<file path="src/ulrm_pkg.sv">
// Package with constants for the uplink resource mapper
package ulrm_pkg;
   // ==================================================
   // Register byte offsets
   localparam logic [7:0] OFF_CTRL    = 8'h00;
   localparam logic [7:0] OFF_ALLOC   = 8'h04;
   localparam logic [7:0] OFF_MCS     = 8'h08;
   localparam logic [7:0] OFF_SCHED   = 8'h0c;
   localparam logic [7:0] OFF_TDDPAT  = 8'h10;
   localparam logic [7:0] OFF_STATUS  = 8'h14;
   // ==================================================
   // Field positions
   localparam int CTRL_RUN     = 0;
   localparam int CTRL_SRS_EN  = 1;
   localparam int CTRL_TDD     = 2;
   localparam int CTRL_COMB    = 3;
   localparam int CTRL_RX      = 4;
   localparam int PAT_UL_LSB   = 0;
   localparam int PAT_SP_LSB   = 16;
   localparam int ST_ALLOC_ERR = 8;
   localparam int ST_MCS_ERR   = 9;
   // ==================================================
   // Reset values
   localparam logic [31:0] RST_CTRL   = 32'h0000_0000;
   localparam logic [24:0] RST_ALLOC  = 25'h000_0000;
   localparam logic [4:0]  RST_MCS    = 5'h00;
   localparam logic [9:0]  RST_SCHED  = 10'h000;
   localparam logic [9:0]  RST_UL_PAT = 10'h000;
   localparam logic [9:0]  RST_SP_PAT = 10'h000;
   // ==================================================
   // Grid geometry and sequence figures
   localparam int          N_RBG       = 25;
   localparam int          PRB_PER_RBG = 4;
   localparam int          SC_PER_PRB  = 12;
   localparam int          N_PRB       = 100;
   localparam int          N_SYM       = 14;
   localparam int          N_SF        = 10;
   localparam logic [10:0] DC_SLOT     = 11'h258;   // 600
   localparam logic [10:0] LAST_SLOT   = 11'h4b0;   // 1200
   localparam logic [3:0]  DMRS_SYM_A  = 4'h4;
   localparam logic [3:0]  DMRS_SYM_B  = 4'hb;
   localparam logic [3:0]  SYM_LAST    = 4'he;
   localparam logic [3:0]  SYM_PREV    = 4'hd;
   localparam logic [10:0] DMRS_ZC_LEN = 11'h4a9;   // 1193
   localparam logic [10:0] DMRS_LEN    = 11'h4b0;   // 1200
   localparam logic [10:0] SRS_ZC_LEN  = 11'h23b;   // 571
   localparam logic [10:0] SRS_LEN     = 11'h240;   // 576
   localparam logic [10:0] SRS_K0      = 11'h018;   // 24, band start
   localparam logic [10:0] SRS_K_END   = 11'h498;   // 24 + 96*12
   localparam logic [4:0]  MCS_MAX     = 5'h1c;     // 28
   localparam logic [4:0]  MCS_QM4     = 5'h0a;
   localparam logic [4:0]  MCS_QM6     = 5'h11;
   localparam logic [2:0]  QM_2        = 3'h2;
   localparam logic [2:0]  QM_4        = 3'h4;
   localparam logic [2:0]  QM_6        = 3'h6;
   localparam logic [1:0]  HTRANS_NONSEQ = 2'h2;
   localparam logic [1:0]  HTRANS_SEQ    = 2'h3;
   // ==================================================
   // Resource element classes
   typedef enum logic [2:0] {
      RE_NONE  = 3'b000,
      RE_PUSCH = 3'b001,
      RE_DMRS  = 3'b010,
      RE_SRS   = 3'b011,
      RE_RSV   = 3'b100,
      RE_DC    = 3'b101
   } ulrm_class_e;
endpackage

</file>
<file path="src/ulrm_mapper.sv">
// Uplink resource grid mapper with an AHB-Lite register slave
`timescale 1ns/1ps
`default_nettype none
module ulrm_mapper #(
   parameter int N_RBG_P = ulrm_pkg::N_RBG
) (
   input  wire logic        hclk,
   input  wire logic        hresetn,
   input  wire logic        hsel,
   input  wire logic [31:0] haddr,
   input  wire logic [1:0]  htrans,
   input  wire logic        hwrite,
   input  wire logic [2:0]  hsize,
   input  wire logic [31:0] hwdata,
   input  wire logic        hready,
   output logic      [31:0] hrdata,
   output logic             hreadyout,
   output logic             hresp,
   input  wire logic        re_ready,
   output logic             re_valid,
   output logic      [2:0]  re_class,
   output logic      [3:0]  re_sf,
   output logic      [3:0]  re_sym,
   output logic      [10:0] re_sc,
   output logic      [10:0] re_seq_idx,
   output logic      [10:0] re_zc_idx,
   output logic      [2:0]  re_qm
);
   initial begin
      if (N_RBG_P != ulrm_pkg::N_RBG) begin
         $error("N_RBG_P must equal the fixed grid of 25 groups");
      end
   end

   // ==================================================
   // Functions
   function automatic logic alloc_contig(input logic [24:0] m);
      logic [24:0] low;
      low = m & (~m + 25'h000_0001);
      return (m != 25'h000_0000) && (((m + low) & m) == 25'h000_0000);
   endfunction

   function automatic logic [6:0] alloc_prbs(input logic [24:0] m);
      logic [6:0] n;
      n = 7'h00;
      for (int i = 0; i < ulrm_pkg::N_RBG; i++) begin
         n = n + {6'h00, m[i]};
      end
      return 7'(n * 7'(ulrm_pkg::PRB_PER_RBG));
   endfunction

   function automatic logic [10:0] wrap_inc(input logic [10:0] v, input logic [10:0] len);
      return (v == len - 11'h001) ? 11'h000 : v + 11'h001;
   endfunction

   // ==================================================
   // Registers
   logic [4:0]  ctrl_q;
   logic [24:0] alloc_q;
   logic [4:0]  mcs_q;
   logic [9:0]  sched_q;
   logic [9:0]  ul_pat_q;
   logic [9:0]  sp_pat_q;
   logic        mcs_err_q;
   logic        alloc_ok;
   logic [6:0]  n_prb;
   logic [2:0]  qm;
   logic        run, srs_en, tdd, comb, rx_side;

   assign run     = ctrl_q[ulrm_pkg::CTRL_RUN];
   assign srs_en  = ctrl_q[ulrm_pkg::CTRL_SRS_EN];
   assign tdd     = ctrl_q[ulrm_pkg::CTRL_TDD];
   assign comb    = ctrl_q[ulrm_pkg::CTRL_COMB];
   assign rx_side = ctrl_q[ulrm_pkg::CTRL_RX];
   assign alloc_ok = alloc_contig(alloc_q);
   assign n_prb    = alloc_ok ? alloc_prbs(alloc_q) : 7'h00;

   always_comb begin
      if (mcs_q >= ulrm_pkg::MCS_QM6) begin
         qm = ulrm_pkg::QM_6;
      end else if (mcs_q >= ulrm_pkg::MCS_QM4) begin
         qm = ulrm_pkg::QM_4;
      end else begin
         qm = ulrm_pkg::QM_2;
      end
   end

   // ==================================================
   // AHB-Lite slave: writes zero-wait, reads one wait state
   logic        acc;
   logic        wr_pend_q;
   logic        rd_pend_q;
   logic [7:0]  addr_q;
   logic [31:0] rd_mux;
   logic [31:0] status;

   assign acc = hsel && hready && (htrans == ulrm_pkg::HTRANS_NONSEQ ||
                                   htrans == ulrm_pkg::HTRANS_SEQ);

   always_ff @(posedge hclk or negedge hresetn) begin
      if (!hresetn) begin
         wr_pend_q <= 1'b0;
         rd_pend_q <= 1'b0;
         addr_q    <= 8'h00;
      end else begin
         if (hready) begin
            wr_pend_q <= acc && hwrite;
            rd_pend_q <= acc && !hwrite;
            if (acc) begin
               addr_q <= haddr[7:0];
            end
         end else begin
            rd_pend_q <= 1'b0;
         end
      end
   end

   always_ff @(posedge hclk or negedge hresetn) begin
      if (!hresetn) begin
         hreadyout <= 1'b1;
         hresp     <= 1'b0;
         hrdata    <= 32'h0000_0000;
      end else begin
         hresp <= 1'b0;
         if (acc && !hwrite) begin
            hreadyout <= 1'b0;
         end else if (rd_pend_q) begin
            hreadyout <= 1'b1;
            hrdata    <= rd_mux;
         end
      end
   end

   assign status = {9'h000, n_prb, 3'h0, qm, mcs_err_q, !alloc_ok,
                    re_sym, re_sf};

   always_comb begin
      case (addr_q)
         ulrm_pkg::OFF_CTRL:   rd_mux = {27'h000_0000, ctrl_q};
         ulrm_pkg::OFF_ALLOC:  rd_mux = {7'h00, alloc_q};
         ulrm_pkg::OFF_MCS:    rd_mux = {27'h000_0000, mcs_q};
         ulrm_pkg::OFF_SCHED:  rd_mux = {22'h00_0000, sched_q};
         ulrm_pkg::OFF_TDDPAT: rd_mux = {6'h00, sp_pat_q, 6'h00, ul_pat_q};
         ulrm_pkg::OFF_STATUS: rd_mux = status;
         default:              rd_mux = 32'h0000_0000;
      endcase
   end

   always_ff @(posedge hclk or negedge hresetn) begin
      if (!hresetn) begin
         ctrl_q   <= ulrm_pkg::RST_CTRL[4:0];
         alloc_q  <= ulrm_pkg::RST_ALLOC;
         mcs_q    <= ulrm_pkg::RST_MCS;
         sched_q  <= ulrm_pkg::RST_SCHED;
         ul_pat_q <= ulrm_pkg::RST_UL_PAT;
         sp_pat_q <= ulrm_pkg::RST_SP_PAT;
      end else if (wr_pend_q) begin
         case (addr_q)
            ulrm_pkg::OFF_CTRL:   ctrl_q  <= hwdata[4:0];
            ulrm_pkg::OFF_ALLOC:  alloc_q <= hwdata[24:0];
            ulrm_pkg::OFF_MCS: begin
               if (hwdata[4:0] <= ulrm_pkg::MCS_MAX) begin
                  mcs_q <= hwdata[4:0];
               end
            end
            ulrm_pkg::OFF_SCHED:  sched_q <= hwdata[9:0];
            ulrm_pkg::OFF_TDDPAT: begin
               ul_pat_q <= hwdata[ulrm_pkg::PAT_UL_LSB +: 10];
               sp_pat_q <= hwdata[ulrm_pkg::PAT_SP_LSB +: 10];
            end
            default: ;
         endcase
      end
   end

   // Sticky refusal flag, cleared by writing one; a new refusal wins
   always_ff @(posedge hclk or negedge hresetn) begin
      if (!hresetn) begin
         mcs_err_q <= 1'b0;
      end else if (wr_pend_q && addr_q == ulrm_pkg::OFF_MCS &&
                   hwdata[4:0] > ulrm_pkg::MCS_MAX) begin
         mcs_err_q <= 1'b1;
      end else if (wr_pend_q && addr_q == ulrm_pkg::OFF_STATUS &&
                   hwdata[ulrm_pkg::ST_MCS_ERR]) begin
         mcs_err_q <= 1'b0;
      end
   end

   // ==================================================
   // Grid walker: subframe, symbol, subcarrier slot
   logic [3:0]  sf_q, sym_q;
   logic [10:0] slot_q;
   logic [6:0]  prb_q;
   logic [3:0]  sub_q;
   logic [10:0] dmrs_n_q, dmrs_zc_q, srs_n_q, srs_zc_q;
   logic        adv, is_dc, sym_end;
   logic [10:0] k;

   assign adv     = run && (!re_valid || re_ready);
   assign is_dc   = (slot_q == ulrm_pkg::DC_SLOT);
   assign k       = (slot_q > ulrm_pkg::DC_SLOT) ? slot_q - 11'h001 : slot_q;
   assign sym_end = (slot_q == ulrm_pkg::LAST_SLOT);

   always_ff @(posedge hclk or negedge hresetn) begin
      if (!hresetn) begin
         sf_q   <= 4'h0;
         sym_q  <= 4'h1;
         slot_q <= 11'h000;
         prb_q  <= 7'h00;
         sub_q  <= 4'h0;
      end else if (adv) begin
         if (sym_end) begin
            slot_q <= 11'h000;
            prb_q  <= 7'h00;
            sub_q  <= 4'h0;
            if (sym_q == 4'(ulrm_pkg::N_SYM)) begin
               sym_q <= 4'h1;
               sf_q  <= (sf_q == 4'(ulrm_pkg::N_SF - 1)) ? 4'h0 : sf_q + 4'h1;
            end else begin
               sym_q <= sym_q + 4'h1;
            end
         end else begin
            slot_q <= slot_q + 11'h001;
            if (!is_dc) begin
               if (sub_q == 4'(ulrm_pkg::SC_PER_PRB - 1)) begin
                  sub_q <= 4'h0;
                  prb_q <= prb_q + 7'h01;
               end else begin
                  sub_q <= sub_q + 4'h1;
               end
            end
         end
      end
   end

   // ==================================================
   // Subframe type, sounding schedule and element class
   logic [3:0]  sf_prev;
   logic        sf_ul, sf_sp, prev_dl, rbg_on, in_srs, srs_last, srs_prev;
   logic [2:0]  cls;

   assign sf_prev  = (sf_q == 4'h0) ? 4'(ulrm_pkg::N_SF - 1) : sf_q - 4'h1;
   assign sf_ul    = !tdd || ul_pat_q[sf_q];
   assign sf_sp    = tdd && sp_pat_q[sf_q] && !ul_pat_q[sf_q];
   assign prev_dl  = tdd && !ul_pat_q[sf_prev] && !sp_pat_q[sf_prev];
   assign rbg_on   = alloc_ok && (prb_q < 7'(ulrm_pkg::N_PRB)) &&
                     alloc_q[prb_q[6:2]];
   assign in_srs   = (k >= ulrm_pkg::SRS_K0) && (k < ulrm_pkg::SRS_K_END) &&
                     (k[0] == comb);
   assign srs_last = sched_q[sf_q] && (sf_ul || sf_sp);
   assign srs_prev = sched_q[sf_prev] && prev_dl;

   always_comb begin
      cls = ulrm_pkg::RE_NONE;
      if (is_dc) begin
         cls = ulrm_pkg::RE_DC;
      end else if (sf_ul) begin
         if (srs_en && sym_q == ulrm_pkg::SYM_LAST) begin
            cls = (srs_last && in_srs) ? ulrm_pkg::RE_SRS : ulrm_pkg::RE_RSV;
         end else if (sym_q == ulrm_pkg::DMRS_SYM_A ||
                      sym_q == ulrm_pkg::DMRS_SYM_B) begin
            cls = rbg_on ? ulrm_pkg::RE_DMRS : ulrm_pkg::RE_NONE;
         end else begin
            // Data only, single port, no transform spreading
            cls = rbg_on ? ulrm_pkg::RE_PUSCH : ulrm_pkg::RE_NONE;
         end
      end else if (sf_sp && srs_en) begin
         if (sym_q == ulrm_pkg::SYM_LAST) begin
            cls = (srs_last && in_srs) ? ulrm_pkg::RE_SRS : ulrm_pkg::RE_RSV;
         end else if (sym_q == ulrm_pkg::SYM_PREV) begin
            cls = (srs_prev && in_srs) ? ulrm_pkg::RE_SRS : ulrm_pkg::RE_RSV;
         end
      end
   end

   // Sequence indices restart every symbol; fixed root, no hopping
   always_ff @(posedge hclk or negedge hresetn) begin
      if (!hresetn) begin
         dmrs_n_q  <= 11'h000;
         dmrs_zc_q <= 11'h000;
         srs_n_q   <= 11'h000;
         srs_zc_q  <= 11'h000;
      end else if (adv) begin
         if (sym_end) begin
            dmrs_n_q  <= 11'h000;
            dmrs_zc_q <= 11'h000;
            srs_n_q   <= 11'h000;
            srs_zc_q  <= 11'h000;
         end else if (cls == ulrm_pkg::RE_DMRS) begin
            dmrs_n_q  <= wrap_inc(dmrs_n_q, ulrm_pkg::DMRS_LEN);
            dmrs_zc_q <= wrap_inc(dmrs_zc_q, ulrm_pkg::DMRS_ZC_LEN);
         end else if (cls == ulrm_pkg::RE_SRS) begin
            srs_n_q   <= wrap_inc(srs_n_q, ulrm_pkg::SRS_LEN);
            srs_zc_q  <= wrap_inc(srs_zc_q, ulrm_pkg::SRS_ZC_LEN);
         end
      end
   end

   // ==================================================
   // Output stage
   always_ff @(posedge hclk or negedge hresetn) begin
      if (!hresetn) begin
         re_valid   <= 1'b0;
         re_class   <= ulrm_pkg::RE_NONE;
         re_sf      <= 4'h0;
         re_sym     <= 4'h0;
         re_sc      <= 11'h000;
         re_seq_idx <= 11'h000;
         re_zc_idx  <= 11'h000;
         re_qm      <= ulrm_pkg::QM_2;
      end else if (adv) begin
         re_valid <= 1'b1;
         re_class <= cls;
         re_sf    <= sf_q;
         re_sym   <= sym_q;
         re_sc    <= k;
         re_qm    <= qm;
         if (cls == ulrm_pkg::RE_DMRS) begin
            re_seq_idx <= dmrs_n_q;
            re_zc_idx  <= dmrs_zc_q;
         end else if (cls == ulrm_pkg::RE_SRS && !rx_side) begin
            re_seq_idx <= srs_n_q;
            re_zc_idx  <= srs_zc_q;
         end else begin
            // Receiver takes sounding elements without sequence work
            re_seq_idx <= 11'h000;
            re_zc_idx  <= 11'h000;
         end
      end else if (re_ready) begin
         re_valid <= 1'b0;
      end
   end
endmodule
`default_nettype wire

</file>
<file path="config.mk">
export PLATFORM = sky130hd
export DESIGN_NAME = ulrm_mapper
export DESIGN_NICKNAME = d
export VERILOG_FILES = /design/src/ulrm_pkg.sv /design/src/ulrm_mapper.sv
export SDC_FILE = /design/constraint.sdc
export NUM_CORES = 1
export LEC_CHECK = 0
export ABC_CLOCK_PERIOD_IN_PS = 8200
export BUFFER_PORTS_ARGS = -buffer_cell sky130_fd_sc_hd__buf_2
export CAP_MARGIN = 20
export CORE_MARGIN = 1
export CORE_UTILIZATION = 40
export CTS_CLUSTER_SIZE = 28
export DETAILED_ROUTE_END_ITERATION = 8
export GPL_TIMING_DRIVEN = 0
export PLACE_DENSITY = 0.68
export SYNTH_ARGS = -nofsm -noshare
export SYNTH_HDL_FRONTEND = slang
export SYNTH_SLANG_ARGS = --single-unit
</file>
<file path="constraint.sdc">
create_clock -name hclk -period 8.2 [get_ports hclk]
set_input_delay 0.41 -clock hclk [delete_from_list [all_inputs] [get_ports hclk]]
set_output_delay 0.41 -clock hclk [all_outputs]
set_load 0.03 [all_outputs]
</file>
* Word-level counts from Yosys, hierarchy flattened
Index checks and enable logic that the tools add are counted.
Storage, ports and cells: memory bits (writable) 0, bits in latches 0, input bits 75, memories 0, register bits after elaboration 231, bits in read-only memories 0
Cells by class: $lt $le $gt $ge 11, shift-type cells 0, reduce and logical (&&, ||, !) cells 61, muxes and demuxes 65, bitwise gates (word level) 4, add/sub/neg operators 37, multipliers 0, equality and inequality tests 24, div/mod/pow operators 0
Operators with widths (number):
- $mux W11 | 20
- $pmux W26 S6 | 1
- $add A5 B1 Y5 | 20
- $add A11 B1 Y11 const B | 5
- $and A25 B25 Y25 | 2
- $eq A11 B10 Y1 const B | 3
- $eq A11 B11 Y1 const B | 3
- $mux W3 | 10
- $mux W7 | 4
- $add A25 B1 Y25 const B | 1
- $add A25 B25 Y25 | 1
- $logic_and A1 B1 Y1 | 25
- $logic_not A25 Y1 | 1
- $not A25 Y25 | 1
- $reduce_bool A25 Y1 | 1
- $bmux W1 S4 | 6
- $mux W4 | 6
- $eq A4 B4 Y1 const B | 5
- $reduce_and A2 Y1 | 9
- $eq A8 B4 Y1 const B | 2
- $eq A8 B5 Y1 const B | 2
- $mux W1 | 15
- $add A4 B1 Y4 const B | 3
- $reduce_and A3 Y1 | 4
- other kinds (32) | 52

* Depth between registers and ports, before layout
Gate-level depths: netlist (run 1).
word-level depth 26, gate-level depth with buffers 20, mapped depth without buffers 15

* Worst setup path before layout (run 1)
No wires, ideal clock.
path type register to register, start reg alloc_q[0], end reg srs_zc_q[7], path slack 3.724 ns, clock period less this slack 4.476 ns, arrival time 4.384 ns, stages on the path, launching flop included 20, cells stage by stage dfrtp_1 -> clkbuf_1 -> clkbuf_1 -> inv_1 -> ha_1 -> clkbuf_1 -> clkbuf_1 -> o21a_1 -> o21ai_0 -> nand4_1 -> a2111oi_2 -> o211ai_1 -> or4_4 -> nor4_4 -> nand4_1 -> a211o_1 -> buf_6 -> or2_1 -> buf_2 -> o31ai_2
Between the ends: longest elaborated chain between the ends 17, elaborated cells between the ends (all ways) 23
RTL lines:
- start: declaration | RTL line ulrm_mapper.sv:59 | logic [24:0] alloc_q;
- start signal: assignment | RTL line ulrm_mapper.sv:152 | alloc_q <= ulrm_pkg::RST_ALLOC;
- start signal: assignment | RTL line ulrm_mapper.sv:160 | ulrm_pkg::OFF_ALLOC: alloc_q <= hwdata[24:0];
- $not A25 Y25 | RTL line ulrm_mapper.sv:39 | low = m & (~m + 25'h000_0001);
- $add A25 B1 Y25 | RTL line ulrm_mapper.sv:39
- $and A25 B25 Y25 | RTL line ulrm_mapper.sv:39
- $add A25 B25 Y25 | RTL line ulrm_mapper.sv:40 | return (m != 25'h000_0000) && (((m + low) & m) == 25'h000_0000);
- $and A25 B25 Y25 | RTL line ulrm_mapper.sv:40
- $logic_not A25 Y1 | RTL line ulrm_mapper.sv:40
- $logic_and A1 B1 Y1 | RTL line ulrm_mapper.sv:40
- $logic_and A1 B1 Y1 | RTL line ulrm_mapper.sv:246 | assign rbg_on = alloc_ok && (prb_q < 7'(ulrm_pkg::N_PRB)) &&
- $logic_and A1 B1 Y1 (*) | RTL line ulrm_mapper.sv:246
- $mux W1 / $mux W2 (equally long branches) | RTL line ulrm_mapper.sv:265, ulrm_mapper.sv:262
- $mux W2 (*) | RTL line ulrm_mapper.sv:260 | end else if (sym_q == ulrm_pkg::DMRS_SYM_A ||
- $mux W3 (*) | RTL line ulrm_mapper.sv:258 | if (srs_en && sym_q == ulrm_pkg::SYM_LAST) begin
- $mux W3 (*) | RTL line ulrm_mapper.sv:257 | end else if (sf_ul) begin
- $mux W3 (*) | RTL line ulrm_mapper.sv:255 | if (is_dc) begin
- $eq A3 B2 Y1, on equally long branches | RTL line ulrm_mapper.sv:289, ulrm_mapper.sv:292
- $ne A2 B2 Y1 (no line) / $reduce_bool A2 Y1 (equally long branches)
- $reduce_and A3 Y1 (no line) (*)
- end signal: assignment | RTL line ulrm_mapper.sv:294 | srs_zc_q <= wrap_inc(srs_zc_q, ulrm_pkg::SRS_ZC_LEN);
- end: declaration | RTL line ulrm_mapper.sv:195 | logic [10:0] dmrs_n_q, dmrs_zc_q, srs_n_q, srs_zc_q;
Every way passes the cells marked *; elsewhere a longest branch is shown, timed or not. The select of a mux whose other input is x is not followed. A chain may end at the register's enable or synchronous reset.

* Final worst setup path (run 1)
start reg alloc_q[1], end reg dmrs_zc_q[3]
Between the ends: longest elaborated chain between the ends 17, elaborated cells between the ends (all ways) 21
RTL lines:
- $not A25 Y25 | RTL line ulrm_mapper.sv:39
- $add A25 B1 Y25 | RTL line ulrm_mapper.sv:39
- $and A25 B25 Y25 | RTL line ulrm_mapper.sv:39
- $add A25 B25 Y25 | RTL line ulrm_mapper.sv:40
- $and A25 B25 Y25 | RTL line ulrm_mapper.sv:40
- $logic_not A25 Y1 | RTL line ulrm_mapper.sv:40
- $logic_and A1 B1 Y1 | RTL line ulrm_mapper.sv:40
- $logic_and A1 B1 Y1 | RTL line ulrm_mapper.sv:246
- $logic_and A1 B1 Y1 (*) | RTL line ulrm_mapper.sv:246
- $mux W1 / $mux W2 (equally long branches) | RTL line ulrm_mapper.sv:265, ulrm_mapper.sv:262
- $mux W2 (*) | RTL line ulrm_mapper.sv:260
- $mux W3 (*) | RTL line ulrm_mapper.sv:258
- $mux W3 (*) | RTL line ulrm_mapper.sv:257
- $mux W3 (*) | RTL line ulrm_mapper.sv:255
- $eq A3 B2 Y1 (*) | RTL line ulrm_mapper.sv:289 | end else if (cls == ulrm_pkg::RE_DMRS) begin
- $reduce_bool A2 Y1 (no line) (*)
- $reduce_and A2 Y1 (no line) (*)
- end signal: assignment | RTL line ulrm_mapper.sv:291 | dmrs_zc_q <= wrap_inc(dmrs_zc_q, ulrm_pkg::DMRS_ZC_LEN);
- end: declaration | RTL line ulrm_mapper.sv:195
Marks and branches as above.

==> results of run 1 <==
==> critical path, stage by stage, from the launching register on <==
cell and delay, ps:
dfrtp_1 450, clkbuf_1 380, clkbuf_1 550, inv_1 190, ha_1 220, clkbuf_1 250, o211ai_1 310, a32oi_1 280
a2111oi_0 880, o221ai_1 190, a22o_1 250, nor4b_2 650, nand2_1 270, and4b_1 360, clkbuf_1 290, buf_2 300
buf_4 210, o22ai_1 100, a22o_1 210
==> per-stage QoR <==
stage / instances / hold slack (ps) / setup WS (ps)
2_1_floorplan: 1461 / 114 / 3720
3_3_place_gp: 2023 / 446 / 1880
3_5_place_dp: 2027 / 450 / 1940
4_1_cts: 2076 / 52.8 / 1920
5_1_grt: 2077 / 75.6 / 1540
6_report: 2077 / 65.3 / 1750
==> report_power, final <==
group          internal (uW)  switching (uW)  total [uW]
Combinational            488             729        1220
Clock                    665             504        1170
Sequential              1220             114        1330
Total                   2370            1350        3720
==> Yosys cell counts, drive strengths merged (22+ instances only) <==
cell,n,area share
dfrtp,221,0.40
nand2,170,0.046
clkbuf,85,0.023
o21ai,79,0.029
mux2,74,0.060
nand3,71,0.026
nor2,71,0.020
inv,62,0.017
a21oi,44,0.016
a22o,32,0.020
and3,27,0.012
nor3,27,0.0098
o22ai,25,0.011
buf,24,0.011
ha,22,0.020
mux2i,22,0.016
nor2b,22,0.010
==> logic make-up after synthesis <==
family | after synthesis | synth area share
simple gates | 526 | 0.199
other cells | 1 | 0.000272
buf+inv | 171 | 0.0513
compound gates | 355 | 0.181
xor+xnor | 28 | 0.0178
fa+ha+maj | 40 | 0.0461
flops | 224 | 0.407
mux | 109 | 0.0977
==> flip-flops by register name (all words and copies together) (netlist names), 5 cells and up <==
signal      flops
alloc_q        25
srs_n_q        11
dmrs_n_q       11
ul_pat_q       10
re_zc_idx      11
slot_q         11
prb_q           7
addr_q          8
mcs_q           5
sched_q        10
ctrl_q          5
srs_zc_q       11
dmrs_zc_q      11
re_sc          11
hrdata         26
re_seq_idx     11
sp_pat_q       10
==> area by class of cell <==
| type | instances | area (um^2) | share of cell area |
|---|---|---|---|
| inverter | 62 | 233 | 0.0146 |
| clock inverter | 14 | 135 | 0.00850 |
| buffer | 109 | 474 | 0.0298 |
| timing repair buffer | 120 | 663 | 0.0417 |
| sequential | 224 | 5610 | 0.353 |
| multi-input combinational | 1066 | 7490 | 0.471 |
| tap | 448 | 561 | 0.0353 |
| clock buffer | 34 | 731 | 0.0460 |
==> metal layers <==
| metal | share of wire | GRT usage | wire length [um] | up-vias |
|---|---|---|---|---|
| li1 | - | - | - | 5664 |
| met1 | 0.41 | 0.314 | 18200 | 6248 |
| met3 | 0.049 | 0.0290 | 2190 | 102 |
| met5 | 0 | 0 | 0 | - |
| met2 | 0.50 | 0.445 | 22300 | 427 |
| met4 | 0.041 | 0.0869 | 1810 | 0 |
==> what timing repair did <==
item / 4_1_cts / 5_1_grt
hold endpoints to repair: 117 / 0
buffers inserted: 0 / 0
setup endpoints to repair: 0 / 0
hold buffers: 1 / 0
==> worst paths after layout <==
path	from	endpoint	slack [ps]	depth (start not counted)
worst max register to register	alloc_q[1]$_DFFE_PN0P_	dmrs_zc_q[3]$_DFFE_PN0P_	1750	18
worst min-delay path	hwrite	rd_pend_q$_DFF_PN0_	70	2
min in group asynchronous	hresetn	slot_q[1]$_DFFE_PN0P_	490	3
worst min register to register	hrdata[13]$_DFFE_PN0P_	hrdata[13]$_DFFE_PN0P_	460	2
worst max-delay path	alloc_q[1]$_DFFE_PN0P_	dmrs_zc_q[3]$_DFFE_PN0P_	1750	18
max in group asynchronous	hresetn	addr_q[7]$_DFFE_PN0P_	6750	4
==> results_dict.tcl, run 1 <==
set metrics [dict create \
    drive_gt1_frac 0.191 \
    synthCells 1454 \
    firstDrtPassIters 5 \
    port_buffers 114 \
    power_density_mw_per_mm2 234 \
    place_area_mm2 0.0150 \
    worst-path-max-fanout 10 \
    core_mm2 0.0337 \
    dieArea_mm2 0.0352 \
    io_pins 157 \
    drv_cap 0 \
    htreeDepth 1 \
    power.leakage_uw 0.00711 \
    cts_tree "yes" \
    ys_seq_area_frac 0.407 \
    antennaDiodeCount 0 \
    total_power_uw 3720 \
    stdcell_area_mm2 0.0159 \
    clk_pin_slew_worst_paths_ps 70 \
    synth-warning-count 0 \
    worstMarginPinSlew_ps 911 \
    rsz0062_at_grt "false" \
    peakVddDrop_mv 0.180 \
    avgSynthCellArea_um2 9.48 \
    synth_ff_type "dfrtp_1" \
    grt_pass1_vias 12100 \
    synthArstFlopShare 1.00 \
    cts_made_buffers 26 \
    setup.worst_path.end_class "register" \
    worstPathRequired_ps 8660 \
    area_growth_pct 15.4 \
    slew_headroom 0.377 \
    fill_cells 3271 \
    layout_commonest_cell "dfrtp_1" \
    vias 12400 \
    post_drt_wl_per_cell_um 21.5 \
    utilization 0.472 \
    grt_max_degree 120 \
    clk_path_buf_depth 3 \
    gp_congestion 0.954 \
    fin_skew_ps 35.7 \
    ys_ff_latch 224 \
    hold_class "input pin to register" \
    setup_viol 0 \
    cp-start-kind "register" \
    viasPerCell 5.99 \
    final_hold_viol_count 0 \
    clock-sinks 224 \
    first_iter_violations 1139 \
    cts_resized 0 \
    syn_area_mm2 0.0138 \
    crit_type "register to register" \
    arrival_ps 6910 \
    root_buffer "clkbuf_16" \
    grt_usage 0.251 \
    finalMaxSlewViolations 0 \
    final_antenna_net_count 0 \
    mostFrequentLayoutCells "dfrtp_1 (221), nand2_1 (170), buf_2 (122)" \
    gr-total-overflow 0 \
    rows 67 \
    outcome "complete, no violations" \
    clkLatencyLatePin_ps 580 \
    finalCriticalPeriod_ps 6450 \
    final_nets 1724 \
    grt_pass1_wl_mm 69.6 \
    fmax_mhz 155 \
    start_util 0.409 \
    yosys.cell_types.count 88 \
    finalSetupTns_ps 0 \
    drc 0 \
    fin_crit_sh 0.787 \
    synth_edf_count 0 \
    die_w_um 188 \
    dp_hpwl_mm 33.2 \
    wl_mm 44.6 \
    die_h_um 188 \
    grt_antenna_before_repair 0 \
]
(Power assumes the default switching activity.)
==> run 2, diff against run 1 <==
--- a/config.mk
+++ b/config.mk
@@ -5,7 +5,8 @@
 export SDC_FILE = /design/constraint.sdc
 export NUM_CORES = 1
 export LEC_CHECK = 0
-export ABC_CLOCK_PERIOD_IN_PS = 8200
+export ABC_AREA = 1
+export ABC_CLOCK_PERIOD_IN_PS = 5700
 export BUFFER_PORTS_ARGS = -buffer_cell sky130_fd_sc_hd__buf_2
 export CAP_MARGIN = 20
 export CORE_MARGIN = 1
@@ -13,7 +14,7 @@
 export CTS_CLUSTER_SIZE = 28
 export DETAILED_ROUTE_END_ITERATION = 8
 export GPL_TIMING_DRIVEN = 0
-export PLACE_DENSITY = 0.68
+export PLACE_DENSITY = 0.7
 export SYNTH_ARGS = -nofsm -noshare
 export SYNTH_HDL_FRONTEND = slang
 export SYNTH_SLANG_ARGS = --single-unit
==> constraint.sdc (replaced) <==
create_clock -name hclk -period 5.7 [get_ports hclk]
set_input_delay 0.285 -clock hclk [delete_from_list [all_inputs] [get_ports hclk]]
set_output_delay 0.285 -clock hclk [all_outputs]
set_load 0.03 [all_outputs]
==> results_dict.tcl, run 2 <==
set metrics [dict create \
    port_buffers 114 \
    worstPathRequired_ps 6180 \
    gp_congestion 0.970 \
    first_iter_violations 1109 \
    synth_compound_area_frac 0.123 \
    synth_edf_count 0 \
    fmax_mhz 207 \
    viasPerCell 5.35 \
    yosys.cell_types.count 60 \
    wl_mm 44.4 \
    die_w_um 190 \
    finalMaxSlewViolations 0 \
    synth-xor-area-share 0.0203 \
    setup_viol 0 \
    fin_skew_ps 15.2 \
    antennaDiodeCount 0 \
    layout_commonest_cell "nand2_1" \
    fin_crit_sh 0.846 \
    stdcell_area_mm2 0.0163 \
    worst-path-max-fanout 9 \
    synthMuxAreaShare 0.00397 \
    cts_made_buffers 25 \
    root_buffer "clkbuf_16" \
    die_h_um 190 \
    synthArstFlopShare 1.00 \
    synth_top_cell_by_area "dfrtp_1" \
    finalSetupTns_ps 0 \
    grt_max_degree 125 \
    cts_tree "yes" \
    setup.worst_path.end_class "register" \
    finalCriticalPeriod_ps 4820 \
    drive_gt1_frac 0.118 \
    vias 13900 \
    firstDrtPassIters 5 \
    avgSynthCellArea_um2 7.19 \
    core_mm2 0.0347 \
    synthCells 1970 \
    final_hold_viol_count 0 \
    crit_type "register to register" \
    syn_area_mm2 0.0142 \
    drv_cap 0 \
    rsz0062_at_grt "false" \
    drc 0 \
    cts_resized 0 \
    clock-sinks 224 \
    fill_cells 3506 \
    place_area_mm2 0.0154 \
    synth_top_family_by_area "simple AND/OR/NAND/NOR gates" \
    cts_setup_buffers 0 \
    io_pins 157 \
    peakVddDrop_mv 0.239 \
    grt_usage 0.247 \
    ys_ff_latch 224 \
    clkLatencyLatePin_ps 550 \
    rows 68 \
    yosysMostFrequentCell "nand2_1" \
    grt_antenna_before_repair 0 \
    clk_path_buf_depth 3 \
    ys_seq_area_frac 0.396 \
    final_antenna_net_count 0 \
    slew_headroom 0.304 \
    post_drt_wl_per_cell_um 17.0 \
    mostFrequentLayoutCells "nand2_1 (492), nor2_1 (240), dfrtp_1 (221)" \
    grt_pass1_wl_mm 71.0 \
    outcome "complete, no violations" \
    final_nets 2249 \
    synth_simple_gate_area_frac 0.322 \
    synth_ff_type "dfrtp_1" \
    synth-warning-count 0 \
    dieArea_mm2 0.0362 \
    power.leakage_uw 0.00843 \
    synthTopCellsByCount "nand2_1 (492), nor2_1 (240), dfrtp_1 (221), inv_1 (218), nand3_1 (159)" \
    dp_hpwl_mm 33.9 \
    largestRegisters "hrdata (26), alloc_q (25)" \
    largest-register "hrdata" \
    largest_register_ffs 26 \
    grt_pass1_vias 13300 \
    gr-total-overflow 0 \
    hold_class "input pin to register" \
    synth-adder-area-share 0.0449 \
    arrival_ps 5300 \
    ctsHoldBuffers 11 \
    power_density_mw_per_mm2 311 \
    htreeDepth 1 \
    cp-start-kind "register" \
    synth_top_area_share 0.390 \
    start_util 0.408 \
    worstMarginPinSlew_ps 1020 \
    area_growth_pct 15.2 \
    clk_pin_slew_worst_paths_ps 60 \
    ys_top_cells_by_area "dfrtp_1 (39%), nand2_1 (13%), nor2_1 (6.4%), inv_1 (5.8%), nand3_1 (5.6%)" \
]
-- run 2: changes by cell type after synthesis, moves of 36 or more --
cell	previous run	this run
nand3_1	71	159
inv_1	61	218
o21ai_0	76	140
nor2_1	70	240
a21oi_1	44	80
mux2_2	74	5
clkbuf_1	85	43
nand2_1	170	492
-- run 2: per-layer routing --
metal | GRT usage | vias to the layer above | share of wire
met4 | 0.0822 | 0 | 0.032
li1 | - | 6763 | -
met1 | 0.332 | 6574 | 0.44
met2 | 0.404 | 492 | 0.46
met5 | 0 | - | 0
met3 | 0.0381 | 96 | 0.068
-- run 2: cell families (layout without fill, tap and decap cells) --
family,Yosys count,in the layout
flip-flops,224,224
other,1,8
adder cells (fa/ha/maj),40,40
AND/OR/NAND/NOR,1047,1047
buffers and inverters,315,488
XOR/XNOR,32,32
AO/OA/AOI/OAI,306,306
multiplexers,5,5
-- run 2: final cells by class --
cell class | count | area [um^2] | area share
Timing Repair Buffer | 130 | 737 | 0.0451
Tap cell | 455 | 569 | 0.0349
Sequential cell | 224 | 5610 | 0.344
Inverter | 233 | 875 | 0.0536
Multi-Input combinational cell | 1438 | 7330 | 0.449
Buffer | 82 | 388 | 0.0238
Clock inverter | 9 | 118 | 0.00720
Clock buffer | 34 | 699 | 0.0428
-- run 2: worst paths after layout --
| kind | start | endpoint | slack (ps) | depth (start not counted) |
|---|---|---|---|---|
| max | alloc_q[1]$_DFFE_PN0P_ | hrdata[22]$_DFFE_PN0P_ | 880 | 13 |
| max in group asynchronous | hresetn | srs_n_q[7]$_DFFE_PN0P_ | 4220 | 3 |
| min in group asynchronous | hresetn | hrdata[6]$_DFFE_PN0P_ | 370 | 2 |
| min reg2reg | hreadyout$_DFFE_PN1P_ | hreadyout$_DFFE_PN1P_ | 460 | 2 |
| min | hwdata[15] | alloc_q[15]$_DFFE_PN0P_ | 20 | 3 |
| max reg2reg | alloc_q[1]$_DFFE_PN0P_ | hrdata[22]$_DFFE_PN0P_ | 880 | 13 |
-- run 2: metrics by stage --
stage / util / setup WS (ps) / power (uW) / cells / hold WS (ps)
after floorplan: - / 1320 / 2990 / 1977 / -10.6
after global placement: 0.442 / 411 / 3410 / 2546 / 458
after detailed placement: 0.443 / 905 / 3440 / 2550 / 392
after CTS: 0.470 / 873 / 5090 / 2604 / 10.6
after global routing: 0.470 / 700 / 5370 / 2605 / 31.0
final: 0.470 / 878 / 5070 / 2605 / 15.2
-- run 2: critical path, cell delays in order (launching register included) --
cell      delay (ps)
dfrtp_1          560
fa_1             520
fa_1             550
fa_1             440
fa_1             530
inv_1             60
fa_1             440
fa_1             430
fa_1             420
nor2_1           120
a211oi_1          60
o32ai_1          360
o21ai_0          130
nand2_1          110
-- run 2: report_power, final --
| group | internal, uW | total (uW) | leakage, uW | switching (uW) |
|---|---|---|---|---|
| logic | 499 | 1510 | 0.00536 | 1010 |
| clock network | 950 | 1630 | 0.000393 | 678 |
| registers | 1770 | 1930 | 0.00267 | 159 |
